==> src/logic/obd_cfg_pkg.sv <==
// Constants, types and register map of the diagnostic link configuration block.
// Assumes a 100 MHz core clock; all timing counts derive from it here.
package obd_cfg_pkg;
  localparam int CLK_KHZ       = 100000;
  localparam int TMO_STEP_MS   = 4;
  localparam int WAKE_STEP_MS  = 20;
  localparam int NV_WRITE_MS   = 30;
  localparam int TMO_STEP_CYC  = TMO_STEP_MS * CLK_KHZ;
  localparam int WAKE_STEP_CYC = WAKE_STEP_MS * CLK_KHZ;
  localparam int NV_WRITE_CYC  = NV_WRITE_MS * CLK_KHZ;
  localparam int CNT_W         = 22;
  localparam int ADDR_W        = 8;
  localparam int DATA_W        = 32;
  localparam int BUF_DEPTH     = 8;
  localparam int PROTO_COUNT   = 12;

  // Register byte offsets
  localparam logic [7:0] OFS_CMD_CHAR = 8'h00;
  localparam logic [7:0] OFS_STATUS   = 8'h04;
  localparam logic [7:0] OFS_HEADER   = 8'h08;
  localparam logic [7:0] OFS_PROTO    = 8'h0c;
  localparam logic [7:0] OFS_TIMING   = 8'h10;
  localparam logic [7:0] OFS_TMO_DEF  = 8'h14;

  // Status field positions
  localparam int ST_OK_BIT    = 0;
  localparam int ST_ERR_BIT   = 1;
  localparam int ST_BUSY_BIT  = 2;
  localparam int ST_CONN_BIT  = 3;
  localparam int ST_BERR_BIT  = 4;
  localparam int ST_FILT_BIT  = 5;
  localparam int ST_MEM_BIT   = 6;

  // Protocol codes
  localparam logic [3:0] PROTO_AUTO  = 4'h0;
  localparam logic [3:0] PROTO_FIRST = 4'h1;
  localparam logic [3:0] PROTO_ISO   = 4'h3;
  localparam logic [3:0] PROTO_KWPS  = 4'h4;
  localparam logic [3:0] PROTO_KWPF  = 4'h5;
  localparam logic [3:0] PROTO_CAN6  = 4'h6;
  localparam logic [3:0] PROTO_CAN8  = 4'h8;
  localparam logic [3:0] PROTO_J1939 = 4'ha;
  localparam logic [3:0] PROTO_USR1  = 4'hb;
  localparam logic [3:0] PROTO_LAST  = 4'hc;

  // Reset values
  localparam logic [23:0] HDR_DEFAULT  = 24'h000000;
  localparam logic [4:0]  CP_DEFAULT   = 5'h00;
  localparam logic [7:0]  TMO_DEFAULT  = 8'h20;
  localparam logic [7:0]  WAKE_DEFAULT = 8'h96;
  localparam logic        MEM_DEFAULT  = 1'b0;

  // Characters
  localparam logic [7:0] CHAR_CR    = 8'h0d;
  localparam logic [7:0] CHAR_SPACE = 8'h20;
  localparam logic [7:0] CHAR_A     = 8'h41;
  localparam logic [7:0] CHAR_0     = 8'h30;

  typedef struct packed {
    logic [7:0] prio;
    logic [7:0] target;
    logic [7:0] source;
  } header_type;

  typedef enum {CMD_NONE, CMD_SH3, CMD_SH6, CMD_SP, CMD_SR, CMD_AR, CMD_ST, CMD_SW,
                CMD_CP, CMD_DEF, CMD_MEM0, CMD_MEM1, CMD_BAD} cmd_type;

  typedef enum {LINK_IDLE, LINK_TRY, LINK_WAIT, LINK_CONN} link_state_type;
endpackage

==> src/logic/obd_cfg_core.sv <==
// Command interpreter for header, protocol, receive filter and timer settings.
// Assumes a protocol engine on the same clock pulsing its status inputs one cycle.
`timescale 1ns/1ps
module obd_cfg_core
  import obd_cfg_pkg::*;
#(
  parameter int TMO_STEP_CYCLES  = TMO_STEP_CYC,
  parameter int WAKE_STEP_CYCLES = WAKE_STEP_CYC,
  parameter int NV_WRITE_CYCLES  = NV_WRITE_CYC
) (
  input  wire logic                    clk_i,
  input  wire logic                    rst_b_i,
  input  wire logic [ADDR_W-1:0]       addr_i,
  input  wire logic [DATA_W-1:0]       wdata_i,
  input  wire logic                    wr_i,
  input  wire logic                    rd_i,
  output logic      [DATA_W-1:0]       rdata_o,
  input  wire logic                    start_req_i,
  input  wire logic                    init_ok_i,
  input  wire logic                    init_fail_i,
  input  wire logic                    link_lost_i,
  input  wire logic                    req_sent_i,
  input  wire logic                    resp_rcvd_i,
  input  wire logic                    host_idle_i,
  input  wire logic                    adaptive_en_i,
  input  wire logic [7:0]              adaptive_tmo_i,
  output logic                         try_start_o,
  output logic      [3:0]              try_proto_o,
  output obd_cfg_pkg::header_type      tx_header_o,
  output logic      [28:0]             can_id_o,
  output logic                         can_id_29_o,
  output logic                         kwp_len_in_fmt_o,
  output logic                         kwp_len_byte_o,
  output logic                         rx_filter_en_o,
  output logic      [7:0]              rx_addr_o,
  output logic                         bus_init_err_o,
  output logic                         no_data_o,
  output logic                         resp_end_o,
  output logic                         wakeup_o,
  output logic                         resp_discard_o,
  output logic                         nv_write_o,
  output logic      [3:0]              nv_proto_o
);
  import obd_cfg_pkg::*;

  function automatic logic is_hex(input logic [7:0] c);
    return (c >= 8'h30 && c <= 8'h39) || (c >= 8'h41 && c <= 8'h46);
  endfunction

  function automatic logic [3:0] hex_val(input logic [7:0] c);
    return (c <= 8'h39) ? c[3:0] : c[3:0] + 4'h9;
  endfunction

  function automatic logic [7:0] upper(input logic [7:0] c);
    return (c >= 8'h61 && c <= 8'h7a) ? c - 8'h20 : c;
  endfunction

  logic [7:0]     buf_reg [BUF_DEPTH];
  logic [3:0]     cnt_reg;
  logic           ovf_reg;
  logic [7:0]     ch;
  logic           char_wr, exec;
  header_type     hdr_reg;
  logic [4:0]     cp_reg;
  logic [3:0]     sel_reg, nv_reg, cur_reg;
  logic           auto_reg, mem_reg;
  logic           filt_reg;
  logic [7:0]     rxa_reg, tmo_reg, tmo_def_reg, wake_reg, wake_keep_reg;
  logic           ok_reg, err_reg, berr_reg;
  link_state_type state_reg;
  logic           dflt_hdr_reg;
  logic [3:0]     tries_reg;
  logic [CNT_W-1:0] nv_cnt_reg;
  cmd_type        cmd;
  logic [23:0]    arg_hdr;
  logic [7:0]     arg_byte;
  logic [3:0]     sp_proto;
  logic           sp_auto, sp_write;
  logic           hx [BUF_DEPTH];
  logic           nv_req, search_auto;
  logic [3:0]     next_proto;

  assign ch      = upper(wdata_i[7:0]);
  assign char_wr = wr_i && addr_i == OFS_CMD_CHAR;
  assign exec    = char_wr && ch == CHAR_CR;

  // Line buffer; spaces dropped and letters folded before storage
  always_ff @(posedge clk_i or negedge rst_b_i) begin
    if (!rst_b_i) begin
      cnt_reg <= 4'h0;
      ovf_reg <= 1'b0;
      for (int i = 0; i < BUF_DEPTH; i++) begin
        buf_reg[i] <= 8'h00;
      end
    end else if (exec) begin
      cnt_reg <= 4'h0;
      ovf_reg <= 1'b0;
    end else if (char_wr && ch != CHAR_SPACE) begin
      if (cnt_reg == 4'(BUF_DEPTH)) begin
        ovf_reg <= 1'b1;
      end else begin
        buf_reg[cnt_reg[2:0]] <= ch;
        cnt_reg <= cnt_reg + 4'h1;
      end
    end
  end

  // Decode of a complete line; anything malformed maps to CMD_BAD
  always_comb begin
    cmd      = CMD_BAD;
    arg_hdr  = 24'h000000;
    arg_byte = {hex_val(buf_reg[2]), hex_val(buf_reg[3])};
    sp_proto = PROTO_AUTO;
    sp_auto  = 1'b0;
    sp_write = 1'b0;
    for (int i = 0; i < BUF_DEPTH; i++) begin
      hx[i] = is_hex(buf_reg[i]);
    end
    if (ovf_reg) begin
      cmd = CMD_BAD;
    end else if (cnt_reg == 4'h0) begin
      cmd = CMD_NONE;
    end else begin
      case ({buf_reg[0], buf_reg[1]})
        "SH": begin
          if (cnt_reg == 4'h5 && hx[2] && hx[3] && hx[4]) begin
            cmd     = CMD_SH3;
            arg_hdr = {13'h0000, 3'(hex_val(buf_reg[2])), hex_val(buf_reg[3]),
                       hex_val(buf_reg[4])};
          end else if (cnt_reg == 4'h8 && hx[2] && hx[3] && hx[4] && hx[5] && hx[6] && hx[7]) begin
            cmd     = CMD_SH6;
            arg_hdr = {arg_byte, hex_val(buf_reg[4]), hex_val(buf_reg[5]),
                       hex_val(buf_reg[6]), hex_val(buf_reg[7])};
          end
        end
        "SP": begin
          if (cnt_reg == 4'h3 && hx[2]) begin
            sp_proto = hex_val(buf_reg[2]);
            sp_auto  = sp_proto == PROTO_AUTO;
            sp_write = sp_proto != PROTO_AUTO;
            cmd      = (sp_proto <= PROTO_LAST) ? CMD_SP : CMD_BAD;
          end else if (cnt_reg == 4'h4) begin
            if (buf_reg[2] == CHAR_0 && buf_reg[3] == CHAR_0) begin
              sp_auto  = 1'b1;
              sp_write = 1'b1;
              cmd      = CMD_SP;
            end else if ((buf_reg[2] == CHAR_A && hx[3]) || (buf_reg[3] == CHAR_A && hx[2])) begin
              sp_proto = (buf_reg[2] == CHAR_A) ? hex_val(buf_reg[3]) : hex_val(buf_reg[2]);
              sp_auto  = 1'b1;
              sp_write = sp_proto != PROTO_AUTO;
              cmd      = (sp_proto <= PROTO_LAST) ? CMD_SP : CMD_BAD;
            end
          end
        end
        "SR", "RA": cmd = (cnt_reg == 4'h4 && hx[2] && hx[3]) ? CMD_SR : CMD_BAD;
        "ST": cmd = (cnt_reg == 4'h4 && hx[2] && hx[3]) ? CMD_ST : CMD_BAD;
        "SW": cmd = (cnt_reg == 4'h4 && hx[2] && hx[3]) ? CMD_SW : CMD_BAD;
        "CP": cmd = (cnt_reg == 4'h4 && hx[2] && hx[3]) ? CMD_CP : CMD_BAD;
        "AR": cmd = (cnt_reg == 4'h2) ? CMD_AR : CMD_BAD;
        "WS": cmd = (cnt_reg == 4'h2) ? CMD_DEF : CMD_BAD;
        "M0": cmd = (cnt_reg == 4'h2) ? CMD_MEM0 : CMD_BAD;
        "M1": cmd = (cnt_reg == 4'h2) ? CMD_MEM1 : CMD_BAD;
        default: begin
          if (cnt_reg == 4'h1 && (buf_reg[0] == "D" || buf_reg[0] == "Z")) begin
            cmd = CMD_DEF;
          end
        end
      endcase
    end
  end

  // Result flags of the last executed line
  always_ff @(posedge clk_i or negedge rst_b_i) begin
    if (!rst_b_i) begin
      ok_reg  <= 1'b0;
      err_reg <= 1'b0;
    end else if (exec && cmd != CMD_NONE) begin
      ok_reg  <= cmd != CMD_BAD;
      err_reg <= cmd == CMD_BAD;
    end
  end

  // Header bytes and CAN priority bits
  always_ff @(posedge clk_i or negedge rst_b_i) begin
    if (!rst_b_i) begin
      hdr_reg <= HDR_DEFAULT;
      cp_reg  <= CP_DEFAULT;
    end else if (exec) begin
      case (cmd)
        CMD_SH3, CMD_SH6: hdr_reg <= arg_hdr;
        CMD_CP:  cp_reg <= arg_byte[4:0];
        CMD_DEF: begin
          hdr_reg <= HDR_DEFAULT;
          cp_reg  <= CP_DEFAULT;
        end
        default: ;
      endcase
    end
  end

  // Receive address filter; the alias decodes to the same command
  always_ff @(posedge clk_i or negedge rst_b_i) begin
    if (!rst_b_i) begin
      filt_reg <= 1'b0;
      rxa_reg  <= 8'h00;
    end else if (exec && cmd == CMD_SR) begin
      filt_reg <= 1'b1;
      rxa_reg  <= arg_byte;
    end else if (exec && (cmd == CMD_AR || cmd == CMD_DEF)) begin
      filt_reg <= 1'b0;
    end
  end

  // Timeout and wakeup settings; default of timeout is software programmable
  always_ff @(posedge clk_i or negedge rst_b_i) begin
    if (!rst_b_i) begin
      tmo_def_reg   <= TMO_DEFAULT;
      tmo_reg       <= TMO_DEFAULT;
      wake_reg      <= WAKE_DEFAULT;
      wake_keep_reg <= WAKE_DEFAULT;
    end else begin
      if (wr_i && addr_i == OFS_TMO_DEF) begin
        tmo_def_reg <= wdata_i[7:0];
      end
      if (exec && cmd == CMD_ST) begin
        tmo_reg <= (arg_byte == 8'h00) ? tmo_def_reg : arg_byte;
      end else if (exec && cmd == CMD_DEF) begin
        tmo_reg <= tmo_def_reg;
      end
      if (exec && cmd == CMD_SW) begin
        wake_reg <= arg_byte;
        if (arg_byte != 8'h00) begin
          wake_keep_reg <= arg_byte;
        end
      end else if (exec && cmd == CMD_DEF) begin
        wake_reg      <= WAKE_DEFAULT;
        wake_keep_reg <= WAKE_DEFAULT;
      end else if (state_reg == LINK_WAIT && init_ok_i) begin
        wake_reg <= wake_keep_reg;
      end
    end
  end

  // Protocol selection, memory option and nonvolatile default
  assign nv_req = (exec && cmd == CMD_SP && sp_write) ||
                  (state_reg == LINK_WAIT && init_ok_i && search_auto && mem_reg);
  always_ff @(posedge clk_i or negedge rst_b_i) begin
    if (!rst_b_i) begin
      sel_reg    <= PROTO_AUTO;
      auto_reg   <= 1'b1;
      mem_reg    <= MEM_DEFAULT;
      nv_reg     <= PROTO_AUTO;
      nv_write_o <= 1'b0;
      nv_cnt_reg <= '0;
    end else begin
      nv_write_o <= nv_req && nv_cnt_reg == '0;
      if (nv_req && nv_cnt_reg == '0) begin
        nv_reg     <= (exec && cmd == CMD_SP) ? sp_proto : cur_reg;
        nv_cnt_reg <= CNT_W'(NV_WRITE_CYCLES);
      end else if (nv_cnt_reg != '0) begin
        nv_cnt_reg <= nv_cnt_reg - 1'b1;
      end
      if (exec && cmd == CMD_SP) begin
        sel_reg  <= sp_proto;
        auto_reg <= sp_auto;
      end
      if (exec && cmd == CMD_MEM0) begin
        mem_reg <= 1'b0;
      end else if (exec && cmd == CMD_MEM1) begin
        mem_reg <= 1'b1;
      end
    end
  end
  assign nv_proto_o = nv_reg;

  // Search state machine
  assign search_auto = auto_reg || sel_reg == PROTO_AUTO;
  assign next_proto  = (cur_reg >= PROTO_LAST) ? PROTO_FIRST : cur_reg + 4'h1;
  always_ff @(posedge clk_i or negedge rst_b_i) begin
    if (!rst_b_i) begin
      state_reg      <= LINK_IDLE;
      cur_reg        <= PROTO_FIRST;
      tries_reg      <= 4'h0;
      dflt_hdr_reg   <= 1'b0;
      try_start_o    <= 1'b0;
      bus_init_err_o <= 1'b0;
      berr_reg       <= 1'b0;
    end else begin
      try_start_o    <= 1'b0;
      bus_init_err_o <= 1'b0;
      if (exec && cmd == CMD_SP) begin
        state_reg <= LINK_IDLE;
      end else begin
        case (state_reg)
          LINK_IDLE: begin
            if (start_req_i) begin
              cur_reg      <= (sel_reg == PROTO_AUTO) ? PROTO_FIRST : sel_reg;
              dflt_hdr_reg <= sel_reg == PROTO_AUTO;
              tries_reg    <= 4'h1;
              berr_reg     <= 1'b0;
              state_reg    <= LINK_TRY;
            end
          end
          LINK_TRY: begin
            try_start_o <= 1'b1;
            state_reg   <= LINK_WAIT;
          end
          LINK_WAIT: begin
            if (init_ok_i) begin
              dflt_hdr_reg <= 1'b0;
              state_reg    <= LINK_CONN;
            end else if (init_fail_i) begin
              if (search_auto && tries_reg < 4'(PROTO_COUNT)) begin
                cur_reg      <= next_proto;
                tries_reg    <= tries_reg + 4'h1;
                dflt_hdr_reg <= 1'b1;
                state_reg    <= LINK_TRY;
              end else begin
                bus_init_err_o <= 1'b1;
                berr_reg       <= 1'b1;
                dflt_hdr_reg   <= 1'b0;
                state_reg      <= LINK_IDLE;
              end
            end
          end
          LINK_CONN: begin
            if (link_lost_i) begin
              state_reg <= LINK_IDLE;
            end
          end
          default: state_reg <= LINK_IDLE;
        endcase
      end
    end
  end
  assign try_proto_o = cur_reg;

  // Frame format outputs follow the protocol in use
  always_ff @(posedge clk_i or negedge rst_b_i) begin
    if (!rst_b_i) begin
      tx_header_o      <= HDR_DEFAULT;
      can_id_o         <= 29'h00000000;
      can_id_29_o      <= 1'b0;
      kwp_len_in_fmt_o <= 1'b0;
      kwp_len_byte_o   <= 1'b0;
      rx_filter_en_o   <= 1'b0;
      rx_addr_o        <= 8'h00;
    end else begin
      tx_header_o <= dflt_hdr_reg ? HDR_DEFAULT : hdr_reg;
      can_id_29_o <= !(cur_reg == PROTO_CAN6 || cur_reg == PROTO_CAN8 || cur_reg >= PROTO_USR1);
      if (cur_reg == PROTO_CAN6 || cur_reg == PROTO_CAN8 || cur_reg >= PROTO_USR1) begin
        can_id_o <= {18'h00000, hdr_reg[10:0]};
      end else begin
        can_id_o <= {cp_reg, hdr_reg};
      end
      kwp_len_in_fmt_o <= (cur_reg == PROTO_KWPS || cur_reg == PROTO_KWPF) &&
                          hdr_reg.prio[3:0] != 4'h0;
      kwp_len_byte_o   <= (cur_reg == PROTO_KWPS || cur_reg == PROTO_KWPF) &&
                          hdr_reg.prio[3:0] == 4'h0;
      rx_filter_en_o   <= filt_reg && cur_reg != PROTO_J1939;
      rx_addr_o        <= rxa_reg;
    end
  end

  // Response timer; restarted by each request and each reply
  logic [CNT_W-1:0] tmo_pre_reg;
  logic [7:0]       tmo_steps_reg, tmo_lim;
  logic             tmo_run_reg, got_resp_reg;
  assign tmo_lim = (adaptive_en_i && adaptive_tmo_i < tmo_reg) ?
                   ((adaptive_tmo_i == 8'h00) ? 8'h01 : adaptive_tmo_i) : tmo_reg;
  always_ff @(posedge clk_i or negedge rst_b_i) begin
    if (!rst_b_i) begin
      tmo_pre_reg   <= '0;
      tmo_steps_reg <= 8'h00;
      tmo_run_reg   <= 1'b0;
      got_resp_reg  <= 1'b0;
      no_data_o     <= 1'b0;
      resp_end_o    <= 1'b0;
    end else begin
      no_data_o  <= 1'b0;
      resp_end_o <= 1'b0;
      if (req_sent_i || resp_rcvd_i) begin
        tmo_run_reg   <= 1'b1;
        tmo_pre_reg   <= '0;
        tmo_steps_reg <= 8'h00;
        got_resp_reg  <= resp_rcvd_i;
      end else if (tmo_run_reg) begin
        if (tmo_pre_reg == CNT_W'(TMO_STEP_CYCLES - 1)) begin
          tmo_pre_reg <= '0;
          if (tmo_steps_reg + 8'h01 >= tmo_lim) begin
            tmo_run_reg <= 1'b0;
            no_data_o   <= !got_resp_reg && !resp_discard_o;
            resp_end_o  <= got_resp_reg && !resp_discard_o;
          end else begin
            tmo_steps_reg <= tmo_steps_reg + 8'h01;
          end
        end else begin
          tmo_pre_reg <= tmo_pre_reg + 1'b1;
        end
      end
    end
  end

  // Wakeup generator for the ISO and both KWP protocols (slow and fast init) while the host is quiet
  logic [CNT_W-1:0] wk_pre_reg;
  logic [7:0]       wk_steps_reg;
  logic             wk_active;
  assign wk_active = state_reg == LINK_CONN && host_idle_i && wake_reg != 8'h00 &&
                     (cur_reg == PROTO_ISO || cur_reg == PROTO_KWPS || cur_reg == PROTO_KWPF);
  always_ff @(posedge clk_i or negedge rst_b_i) begin
    if (!rst_b_i) begin
      wk_pre_reg     <= '0;
      wk_steps_reg   <= 8'h00;
      wakeup_o       <= 1'b0;
      resp_discard_o <= 1'b0;
    end else begin
      wakeup_o <= 1'b0;
      if (!wk_active) begin
        wk_pre_reg   <= '0;
        wk_steps_reg <= 8'h00;
      end else if (wk_pre_reg == CNT_W'(WAKE_STEP_CYCLES - 1)) begin
        wk_pre_reg <= '0;
        if (wk_steps_reg + 8'h01 >= wake_reg) begin
          wk_steps_reg <= 8'h00;
          wakeup_o     <= 1'b1;
        end else begin
          wk_steps_reg <= wk_steps_reg + 8'h01;
        end
      end else begin
        wk_pre_reg <= wk_pre_reg + 1'b1;
      end
      // Set wins over the timer end so a wakeup on that edge is still hidden
      if (wk_active && wakeup_o) begin
        resp_discard_o <= 1'b1;
      end else if (!host_idle_i || (tmo_run_reg == 1'b0 && !req_sent_i && !resp_rcvd_i)) begin
        resp_discard_o <= 1'b0;
      end
    end
  end

  // Register read port, data valid in the cycle after the strobe
  always_ff @(posedge clk_i or negedge rst_b_i) begin
    if (!rst_b_i) begin
      rdata_o <= '0;
    end else if (rd_i) begin
      case (addr_i)
        OFS_STATUS: rdata_o <= {24'h000000, 1'b0, mem_reg, filt_reg, berr_reg,
                                state_reg == LINK_CONN, nv_cnt_reg != '0, err_reg, ok_reg};
        OFS_HEADER: rdata_o <= {8'h00, hdr_reg};
        OFS_PROTO:  rdata_o <= {11'h000, cp_reg, cur_reg, 3'h0, auto_reg, sel_reg, nv_reg};
        OFS_TIMING: rdata_o <= {8'h00, wake_keep_reg, wake_reg, tmo_reg};
        OFS_TMO_DEF: rdata_o <= {24'h000000, tmo_def_reg};
        default:    rdata_o <= '0;
      endcase
    end else begin
      rdata_o <= '0;
    end
  end
endmodule

==> config.mk <==
export PLATFORM = sky130hd
export DESIGN_NAME = obd_cfg_core
export DESIGN_NICKNAME = d
export VERILOG_FILES = /design/src/logic/obd_cfg_pkg.sv /design/src/logic/obd_cfg_core.sv
export SDC_FILE = /design/constraint.sdc
export NUM_CORES = 1
export LEC_CHECK = 0
export ABC_AREA = 1
export BUFFER_PORTS_ARGS = -buffer_cell sky130_fd_sc_hd__buf_2
export CAP_MARGIN = 20
export CORE_UTILIZATION = 36
export CTS_CLUSTER_DIAMETER = 120
export DETAILED_ROUTE_END_ITERATION = 16
export PLACE_DENSITY = 0.55
export SYNTH_ARGS = -nofsm -noshare
export SYNTH_HDL_FRONTEND = slang
export SYNTH_SLANG_ARGS = --single-unit
==> constraint.sdc <==
create_clock -name clk_i -period 5.9 [get_ports clk_i]
set_input_delay 1.18 -clock clk_i [delete_from_list [all_inputs] [get_ports clk_i]]
set_output_delay 1.18 -clock clk_i [all_outputs]
set_load 0.01 [all_outputs]
## After elaboration in Yosys (flattened, before gate mapping)

Cells that the tools add are included.

| word-level totals | value |
|---|---|
| word-level logic and storage cells | 461 |
| input port bits | 60 |
| register bits | 373 |
| output and inout port bits | 112 |

| cells by class | value |
|---|---|
| $lt $le $gt $ge | 36 |
| reduce and logical (&&, ||, !) cells | 128 |
| bitwise logic cells | 5 |
| add/sub/neg operators | 15 |
| equal/unequal tests | 70 |
| muxes and demuxes | 152 |

Operators by type and width:

| cell | number |
|---|---|
| $pmux 32 s10 | 1 |
| $mux 32 | 7 |
| $eq 32x4->1 const B | 6 |
| $eq 16x15->1 const B | 11 |
| $mux 24 | 7 |
| $mux 4 | 40 |
| $mux 8 | 20 |
| $mux 22 | 7 |
| $eq 32x5->1 const B | 4 |
| $pmux 32 s4 | 1 |
| $pmux 24 s5 | 1 |
| $eq 32x2->1 const B | 3 |
| $eq 32x3->1 const B | 3 |
| $bwmux 64 | 1 |
| $eq 32x1->1 const B | 2 |
| $logic_and 1x1->1 | 61 |
| $ge 8x7->1 const B | 7 |
| $le 8x7->1 const B | 7 |
| $mux 1 | 54 |
| $ge 8x6->1 const B | 6 |
| $le 8x6->1 const B | 6 |
| $pmux 24 s2 | 1 |
| $add 22x1->22 const B | 2 |
| $eq 8x7->1 const B | 4 |
| 52 further kinds | 144 |

## Logic depth before layout (Yosys ltp)

Gate-level depths: netlist (run 1).

| logic depth | value |
|---|---|
| depth after elaboration | 20 |
| mapped depth | 26 |
| gate-level depth less buffers | 26 |

## Worst setup path after synthesis (run 1)

Ideal clock, no wire load.

| timing path | value |
|---|---|
| path type | input to register |
| start point | in adaptive_tmo_i[1] |
| end point | reg tmo_steps_reg[6] |
| setup time | 0.083 ns |
| data arrival time | 3.787 ns |
| setup slack | 2.030 ns |
| path buffers | 2 |
| stages on the path | 17 |
| path through | ha_1 o21a_1 o211ai_1 nand2_1 nand4_1 o2111ai_1 clkbuf_1 o21ai_0 ha_1 a21oi_1 o21ai_0 nand2_1 o2111ai_1 a21oi_1 clkbuf_1 nand3_1 o21ai_0 |

| between the ends | value |
|---|---|
| cells in the longest elaborated chain, start to end | 6 |
| elaborated cells between the ends (all ways) | 8 |

RTL lines:

| element | RTL line | text |
|---|---|---|
| start: declaration | obd_cfg_core.sv:26 | `input wire logic [7:0] adaptive_tmo_i,` |
| $lt 8x8->1 or $logic_not 8->1 (tied branches) | obd_cfg_core.sv:369, obd_cfg_core.sv:370 |  |
| $logic_and 1x1->1 or $mux 8 (tied branches) | obd_cfg_core.sv:369, obd_cfg_core.sv:370 |  |
| $mux 8 (*) | obd_cfg_core.sv:369 | `assign tmo_lim = (adaptive_en_i && adaptive_tmo_i < tmo_reg) ?` |
| $ge 8x8->1 (*) | obd_cfg_core.sv:390 | `if (tmo_steps_reg + 8'h01 >= tmo_lim) begin` |
| $ne 2x2->1 (no line) (*) | n/a |  |
| $reduce_and 3->1 (no line) (*) | n/a |  |
| end signal: assignment | obd_cfg_core.sv:395 | `tmo_steps_reg <= tmo_steps_reg + 8'h01;` |
| end: declaration | obd_cfg_core.sv:367 | `logic [7:0] tmo_steps_reg, tmo_lim;` |

Every way passes the cells marked *; elsewhere a longest branch is shown, timed or not.
A chain may end at the register's enable or synchronous reset.

## Worst setup path after layout (run 1)

Ends and elaborated chain as after synthesis.

==> out/metrics.yaml, run 1 <==
status: "complete, no violations"
synthTopCellsByCount: "nand2_1 (518), dfrtp_1 (331), inv_1 (315), nor2_1 (250), o21ai_0 (175)"
drc_errors: 0
finalCritPeriodShare: 0.7064
yosysTopAreaCellShare: 0.4495
htreeDepth: 2
synth_largest_area_cell: "dfrtp_1"
cp-end-kind: "flip-flop"
power_density_nw_per_um2: 281.0
largest_reg_flops: 64
grt_pass1_wl_um: 87770
grt_overflow_total: 0
fin_ws_ps: 1732
crit_buf_inv: 1
pwr-share-comb: 0.100
synth_mux_area_frac: 0.003259
worstPathMaxFanout: 16
vias_per_cell: 5.065
initial_utilization: 0.3658
synth-edff-count: 0
grt_max_degree: 125
ctsHoldBuffers: 0
clkTransAtPathRegs_ps: 60
min_period_ps: 4168
arrival_ps: 4640
drtIter0Drc: 1205
seq_area_frac_synth: 0.4666
core_sq_um: 50380
ir_drop_mv: 0.1660
synth_area_leaders: "dfrtp_1 (45%), nand2_1 (11%), inv_1 (6.4%)"
yosysMostFrequentCell: "nand2_1"
cpMaxStageDelayCell: "a21oi_1"
hpwl_um: 41150
crit_path_cell_trace: "buf_2 > ha_1 > o21a_1 > o211ai_1 > nand2_1 > nand4_1 > o2111ai_1 > o21ai_0 > ha_1 > a21oi_1 > o21ai_0 > nand2_1 > o2111ai_1 > a21oi_1 > nand3_1 > o21ai_0"
pwr-share-seq: 0.428
yosys.area_share.adder: 0.04006
yosysWarnings: 0
num_rows: 82
antenna_found_initial: 1
numCtsBuffers: 40
synth_xor_area_frac: 0.02471
die_w_um: 228.2
fin_setup_tns_ps: 0
pin_count: 172
leakagePower_nw: 10.23
slew_viol_final: 0
dp.cells: 3117
instances_no_fill: 3190
synth_compound_area_frac: 0.1015
switching_share: 0.2572
syn_inst: 2338
synth.distinct_cells: 58
total_power_w: 0.005995
wl_met1_um: 24350
synth_flop_cell: "dfrtp_1"
async_flop_share: 1.000
critPathMaxStageDelay_ps: 820
firstDrtPassIters: 5
synth-seq-cells: 343
portBuffers: 139
tightestPinTransition_ps: 1108
fmax_mhz: 239.9
clk-insertion-delay-late_ps: 570
fin_worst_skew_ps: 26.12
hp-class: "flip-flop to flip-flop"
drv_cap: 0
die_h_um: 228.2
path_class: "primary input to flip-flop"
top_layer_used: "met4"
critical-path-top-delay-family: "compound AO/OA/AOI/OAI gates"
utilization: 0.4235
p_sw_w: 0.001542
avgSynthCellArea_sq_um: 7.882
crit_path_start_kind: "primary input"
synth_top_family_by_area: "simple AND/OR/NAND/NOR gates"
vias: 16156
slew_headroom: 0.2615
cts_tree: "done"
place_congestion: 0.9853
dp_slack_ps: 1143
required_ps: 6370
hold_viol: 0
ant_nets: 0
wl_met2_um: 25580
synth-simple-area-share: 0.2818
rsz0062_at_grt: "false"
syn_to_final_growth_pct: 15.78
internal_power_w: 0.004453
clockBufferDepth: 3
grt_pass1_vias: 15748
numClockSinks: 343
drive_above_1_share: 0.1207
antennaDiodeCount: 0
cts_resized: 0
wl_met3_um: 2525
dieArea_sq_um: 52100
crit_top_cell: "o21ai_0"
setup_viol: 0
post_cts.repair.setup_buffers: 0
syn-cell-area_sq_um: 18430
final_nets: 2606
drt_wl_total_um: 54490
grt_usage: 0.2120
wl_per_cell_um: 17.08
cts-root-buf: "clkbuf_16"
p_clk_frac: 0.472
-- cell families after synthesis --
family	count (synthesis)
and+or+nand+nor	1157
buffers and inverters	387
DFF	343
AOI/OAI and AO/OA	333
adders and majority gates	59
xor gates and xnor gates	52
muxes	6
other	1
-- per-stage QoR --
step                      area, sq um  hold slack [ps]
after global placement          19830            360.1
after global routing            21340            392.1
final                           21340            377.5
after floorplan                 18450            353.7
after CTS                       21340            379.5
after detailed placement        19830            364.3
-- path summary, 6_finish.rpt --
check	start	to	slack (ps)	cells past startpoint
max reg2reg	tmo_reg[1]$_DFFE_PN0P_	tmo_steps_reg[6]$_DFFE_PN0P_	1870	16
min in group asynchronous	rst_b_i	tmo_steps_reg[3]$_DFFE_PN0P_	620	1
max	adaptive_tmo_i[1]	tmo_steps_reg[6]$_DFFE_PN0P_	1730	16
min	rxa_reg[3]$_DFFE_PN0P_	rx_addr_o[3]$_DFF_PN0_	380	0
min reg2reg	rxa_reg[3]$_DFFE_PN0P_	rx_addr_o[3]$_DFF_PN0_	380	0
max in group asynchronous	rst_b_i	buf_reg[37]$_DFFE_PN0P_	3940	2
-- worst register-to-register path, cell delays in order (launching register included) --
cell and delay (ps):
dfrtp_1 490, inv_1 120, ha_1 290, o21a_1 100
o211ai_1 170, nand2_1 80, nand4_1 70, o2111ai_1 430
o21ai_0 390, ha_1 300, a21oi_1 150, o21ai_0 80
nand2_1 60, o2111ai_1 140, a21oi_1 820, nand3_1 140
o21ai_0 120
-- power groups by stage --
stage / combinational, W / sequential (W) / clock [W]
global placement: 0.000600 / 0.00261 / 0
finish: 0.000599 / 0.00257 / 0.00283
global route: 0.000679 / 0.00258 / 0.00299
detailed placement: 0.000608 / 0.00261 / 0
CTS: 0.000610 / 0.00257 / 0.00290
floorplan: 0.000338 / 0.00260 / 0
-- per-layer routing --
metal | GRT usage | up-vias
li1 | - | 7938
met3 | 0.03213 | 110
met5 | 0 | -
met1 | 0.2782 | 7719
met2 | 0.3514 | 389
met4 | 0.08242 | 0
-- area by class of cell --
class,instances,area [sq um]
sequential,343,8598
inverter,344,1291
clock inverter,17,359.1
timing repair buffer,143,748.2
fill,5053,29040
tap,672,840.8
multi-input combinational,1615,8347
clock buffer,56,1151
-- cell usage in the layout (no fill, tap or decap), drive strengths merged, types with 12 or more instances in the layout --
master | synthesis | layout
nor3 | 63 | 63
clkbuf | 26 | 56
clkinv | 10 | 13
nor4 | 29 | 29
xor2 | 43 | 43
inv | 334 | 336
nand4 | 55 | 55
a21oi | 65 | 65
dfstp | 12 | 12
o22ai | 22 | 22
dfrtp | 331 | 331
nand2 | 542 | 542
buf | 17 | 143
o21ai | 190 | 190
ha | 59 | 59
nor2 | 267 | 267
nand3 | 183 | 183
No activity file was read; power rests on OpenSTA's default activity.
==> inputs of run 2 (changes only) <==
==> constraint.sdc (replaced) <==
create_clock -name clk_i -period 3.9 [get_ports clk_i]
set_input_delay 0.78 -clock clk_i [delete_from_list [all_inputs] [get_ports clk_i]]
set_output_delay 0.78 -clock clk_i [all_outputs]
set_load 0.01 [all_outputs]
==> run 2 against run 1 <==
Against the previous run: global-route usage increased by 0.12 points; first-iteration DRC count up 3.6%; core utilization increased by 0.58 points; count of clock-buffer cells in the layout down 11; final area increased by 1.4%; critical endpoint is now wake_reg[2]$_DFFE_PN1P_; non-clock buffer count rose by 52; power increased by 45%.
==> out/metrics.yaml, run 2 (same netlist as run 1, synthesis figures left out) <==
status: "complete, no violations"
ant_nets: 0  # unchanged
r2r_slack_ps: 410  # -1460 ps
initial_utilization: 0.3658  # unchanged
final_nets: 2658  # +2.0%
r2r_cells: 19  # +3
path_class: "flip-flop to flip-flop"
arrival_ps: 3990  # -650 ps
register_area_sq_um: 8598  # unchanged
grt_pass1_vias: 15804  # +0.36%
drive_above_1_share: 0.1402  # +0.01946
pin_count: 172  # unchanged
finalCritPeriodShare: 0.8956
required_ps: 4400  # -1970 ps
drtIter0Drc: 1248  # +3.6%
ir_drop_mv: 0.2710  # +63%
grt_usage: 0.2132  # +0.001173
fmax_mhz: 286.3
drc_errors: 0  # unchanged
post_dp_cell_area_sq_um: 20270  # +2.2%
worstPathMaxFanout: 14  # -2
crit_path_start_kind: "flip-flop"
syn_to_final_growth_pct: 17.37
cts_resized: 0  # unchanged
slew_viol_final: 0  # unchanged
min_period_ps: 3493
slew_headroom: 0.3133  # +0.05182
multi_input_area_sq_um: 8347  # unchanged
htreeDepth: 2  # unchanged
setup_viol: 0  # unchanged
dieArea_sq_um: 52100  # unchanged
wl_per_cell_um: 17.02  # -0.37%
firstDrtPassIters: 5  # unchanged
post_cts.repair.setup_buffers: 0  # unchanged
cpMaxStageDelayCell: "nor3_1"
hpwl_um: 42060  # +2.2%
ctsHoldBuffers: 0  # unchanged
antenna_found_initial: 0  # -1
final_cell_mix: "nand2_1 (518), dfrtp_1 (331), inv_1 (315), nor2_1 (250), o21ai_0 (175)"
leakagePower_nw: 10.43  # +1.9%
dp_slack_ps: 454.1  # -689.1 ps
critPathMaxStageDelay_ps: 590  # -230 ps
fin_setup_tns_ps: 0  # unchanged
numClockSinks: 343  # unchanged
crit_path_cell_trace: "clkinv_1 > ha_1 > inv_1 > nor3_1 > nand2_1 > nor2_1 > nand3_1 > nor2_1 > nor2_1 > nand2_1 > nand2_1 > inv_2 > nor2_2 > nand3_4 > buf_4 > nand3_2 > inv_2 > nand2_1 > nand2_1"
crit_top_cell: "nand2_1"
core_sq_um: 50380  # unchanged
num_rows: 82  # unchanged
drv_cap: 0  # unchanged
vias_per_cell: 4.986  # -1.5%
clockBufferDepth: 3  # unchanged
cts_tree: "done"
fin_worst_skew_ps: 26.87  # +0.7507 ps
drt_wl_total_um: 55140  # +1.2%
die_w_um: 228.2  # unchanged
utilization: 0.4293  # +0.005812
place_congestion: 0.9386  # -4.7%
tightestPinTransition_ps: 1030  # -77.73 ps
antennaDiodeCount: 0  # unchanged
grt_pass1_wl_um: 87600  # -0.20%
stdcell_area_sq_um: 21630  # +1.4%
hold_viol: 0  # unchanged
largest_reg_flops: 64  # unchanged
fillCellCount: 5105  # +1.0%
clkTransAtPathRegs_ps: 60  # about the same
cts-root-buf: "clkbuf_16"
final_common_cell: "nand2_1"
rr_endpoint: "wake_reg[2]$_DFFE_PN1P_"
numCtsBuffers: 40  # unchanged
r2r-start: "cnt_reg[0]$_DFFE_PN0P_"
power_density_nw_per_um2: 402.8  # +43%
holdWs_ps: 227.7  # -149.9 ps
hp-class: "primary input to asynchronous set/reset pin"
portBuffers: 139  # unchanged
cp-end-kind: "flip-flop"
die_h_um: 228.2  # unchanged
clk-insertion-delay-late_ps: 570  # about the same
grt_max_degree: 83  # -34%
rsz0062_at_grt: "false"
fin_ws_ps: 407.2  # -1325 ps
vias: 16156  # unchanged
grt_overflow_total: 0  # unchanged
==> run 2: through the flow <==
| stage | total power (W) | instances |
|---|---|---|
| final | 0.008712 | 3240 |
| after global routing | 0.009104 | 3240 |
| after CTS | 0.008832 | 3240 |
| after detailed placement | 0.004896 | 3169 |
| after global placement | 0.004881 | 3169 |
| after floorplan | 0.004442 | 2345 |
==> run 2: final cells by class <==
| class | instances | share of cell area |
|---|---|---|
| Timing Repair Buffer | 195 | 0.05496 |
| Inverter | 344 | 0.05970 |
| Multi-Input combinational cell | 1615 | 0.3859 |
| Clock buffer | 45 | 0.04900 |
| Sequential cell | 343 | 0.3975 |
| Tap cell | 672 | 0.03888 |
| Clock inverter | 26 | 0.01400 |
==> run 2: worst max-delay path: cells and delay by family, from the launching register on <==
| family | cells | cell delay (ps) |
|---|---|---|
| fa+ha+maj | 1 | 170 |
| buf+inv | 5 | 780 |
| flops | 1 | 450 |
| simple gates | 13 | 2050 |
==> run 2: worst max path at each step <==
stage,startpoint,endpoint,slack (ps),depth (start not counted)
final,cnt_reg[0]$_DFFE_PN0P_,wake_reg[2]$_DFFE_PN1P_,410,19
after global routing,cnt_reg[0]$_DFFE_PN0P_,wake_reg[4]$_DFFE_PN1P_,80,19
after CTS,cnt_reg[0]$_DFFE_PN0P_,wake_reg[4]$_DFFE_PN1P_,460,19
after detailed placement,addr_i[7],wake_keep_reg[6]$_DFFE_PN0P_,450,18
after global placement,addr_i[7],wake_keep_reg[5]$_DFFE_PN0P_,450,18
after floorplan,adaptive_tmo_i[1],tmo_steps_reg[6]$_DFFE_PN0P_,430,17
==> run 2: report_power, final <==
part	internal [W]	total (W)	switching, W
Sequential	0.00373	0.00388	0.000155
Clock	0.00231	0.00389	0.00159
Combinational	0.000301	0.000939	0.000638
==> run 2: layer usage <==
| metal | wire length, um | global-route usage | vias up |
|---|---|---|---|
| met5 | 0 | 0 | - |
| met4 | 1532 | 0.06690 | 0 |
| met3 | 2387 | 0.02850 | 85 |
| met2 | 26400 | 0.3606 | 391 |
| met1 | 24820 | 0.2822 | 7658 |
| li1 | - | - | 8022 |
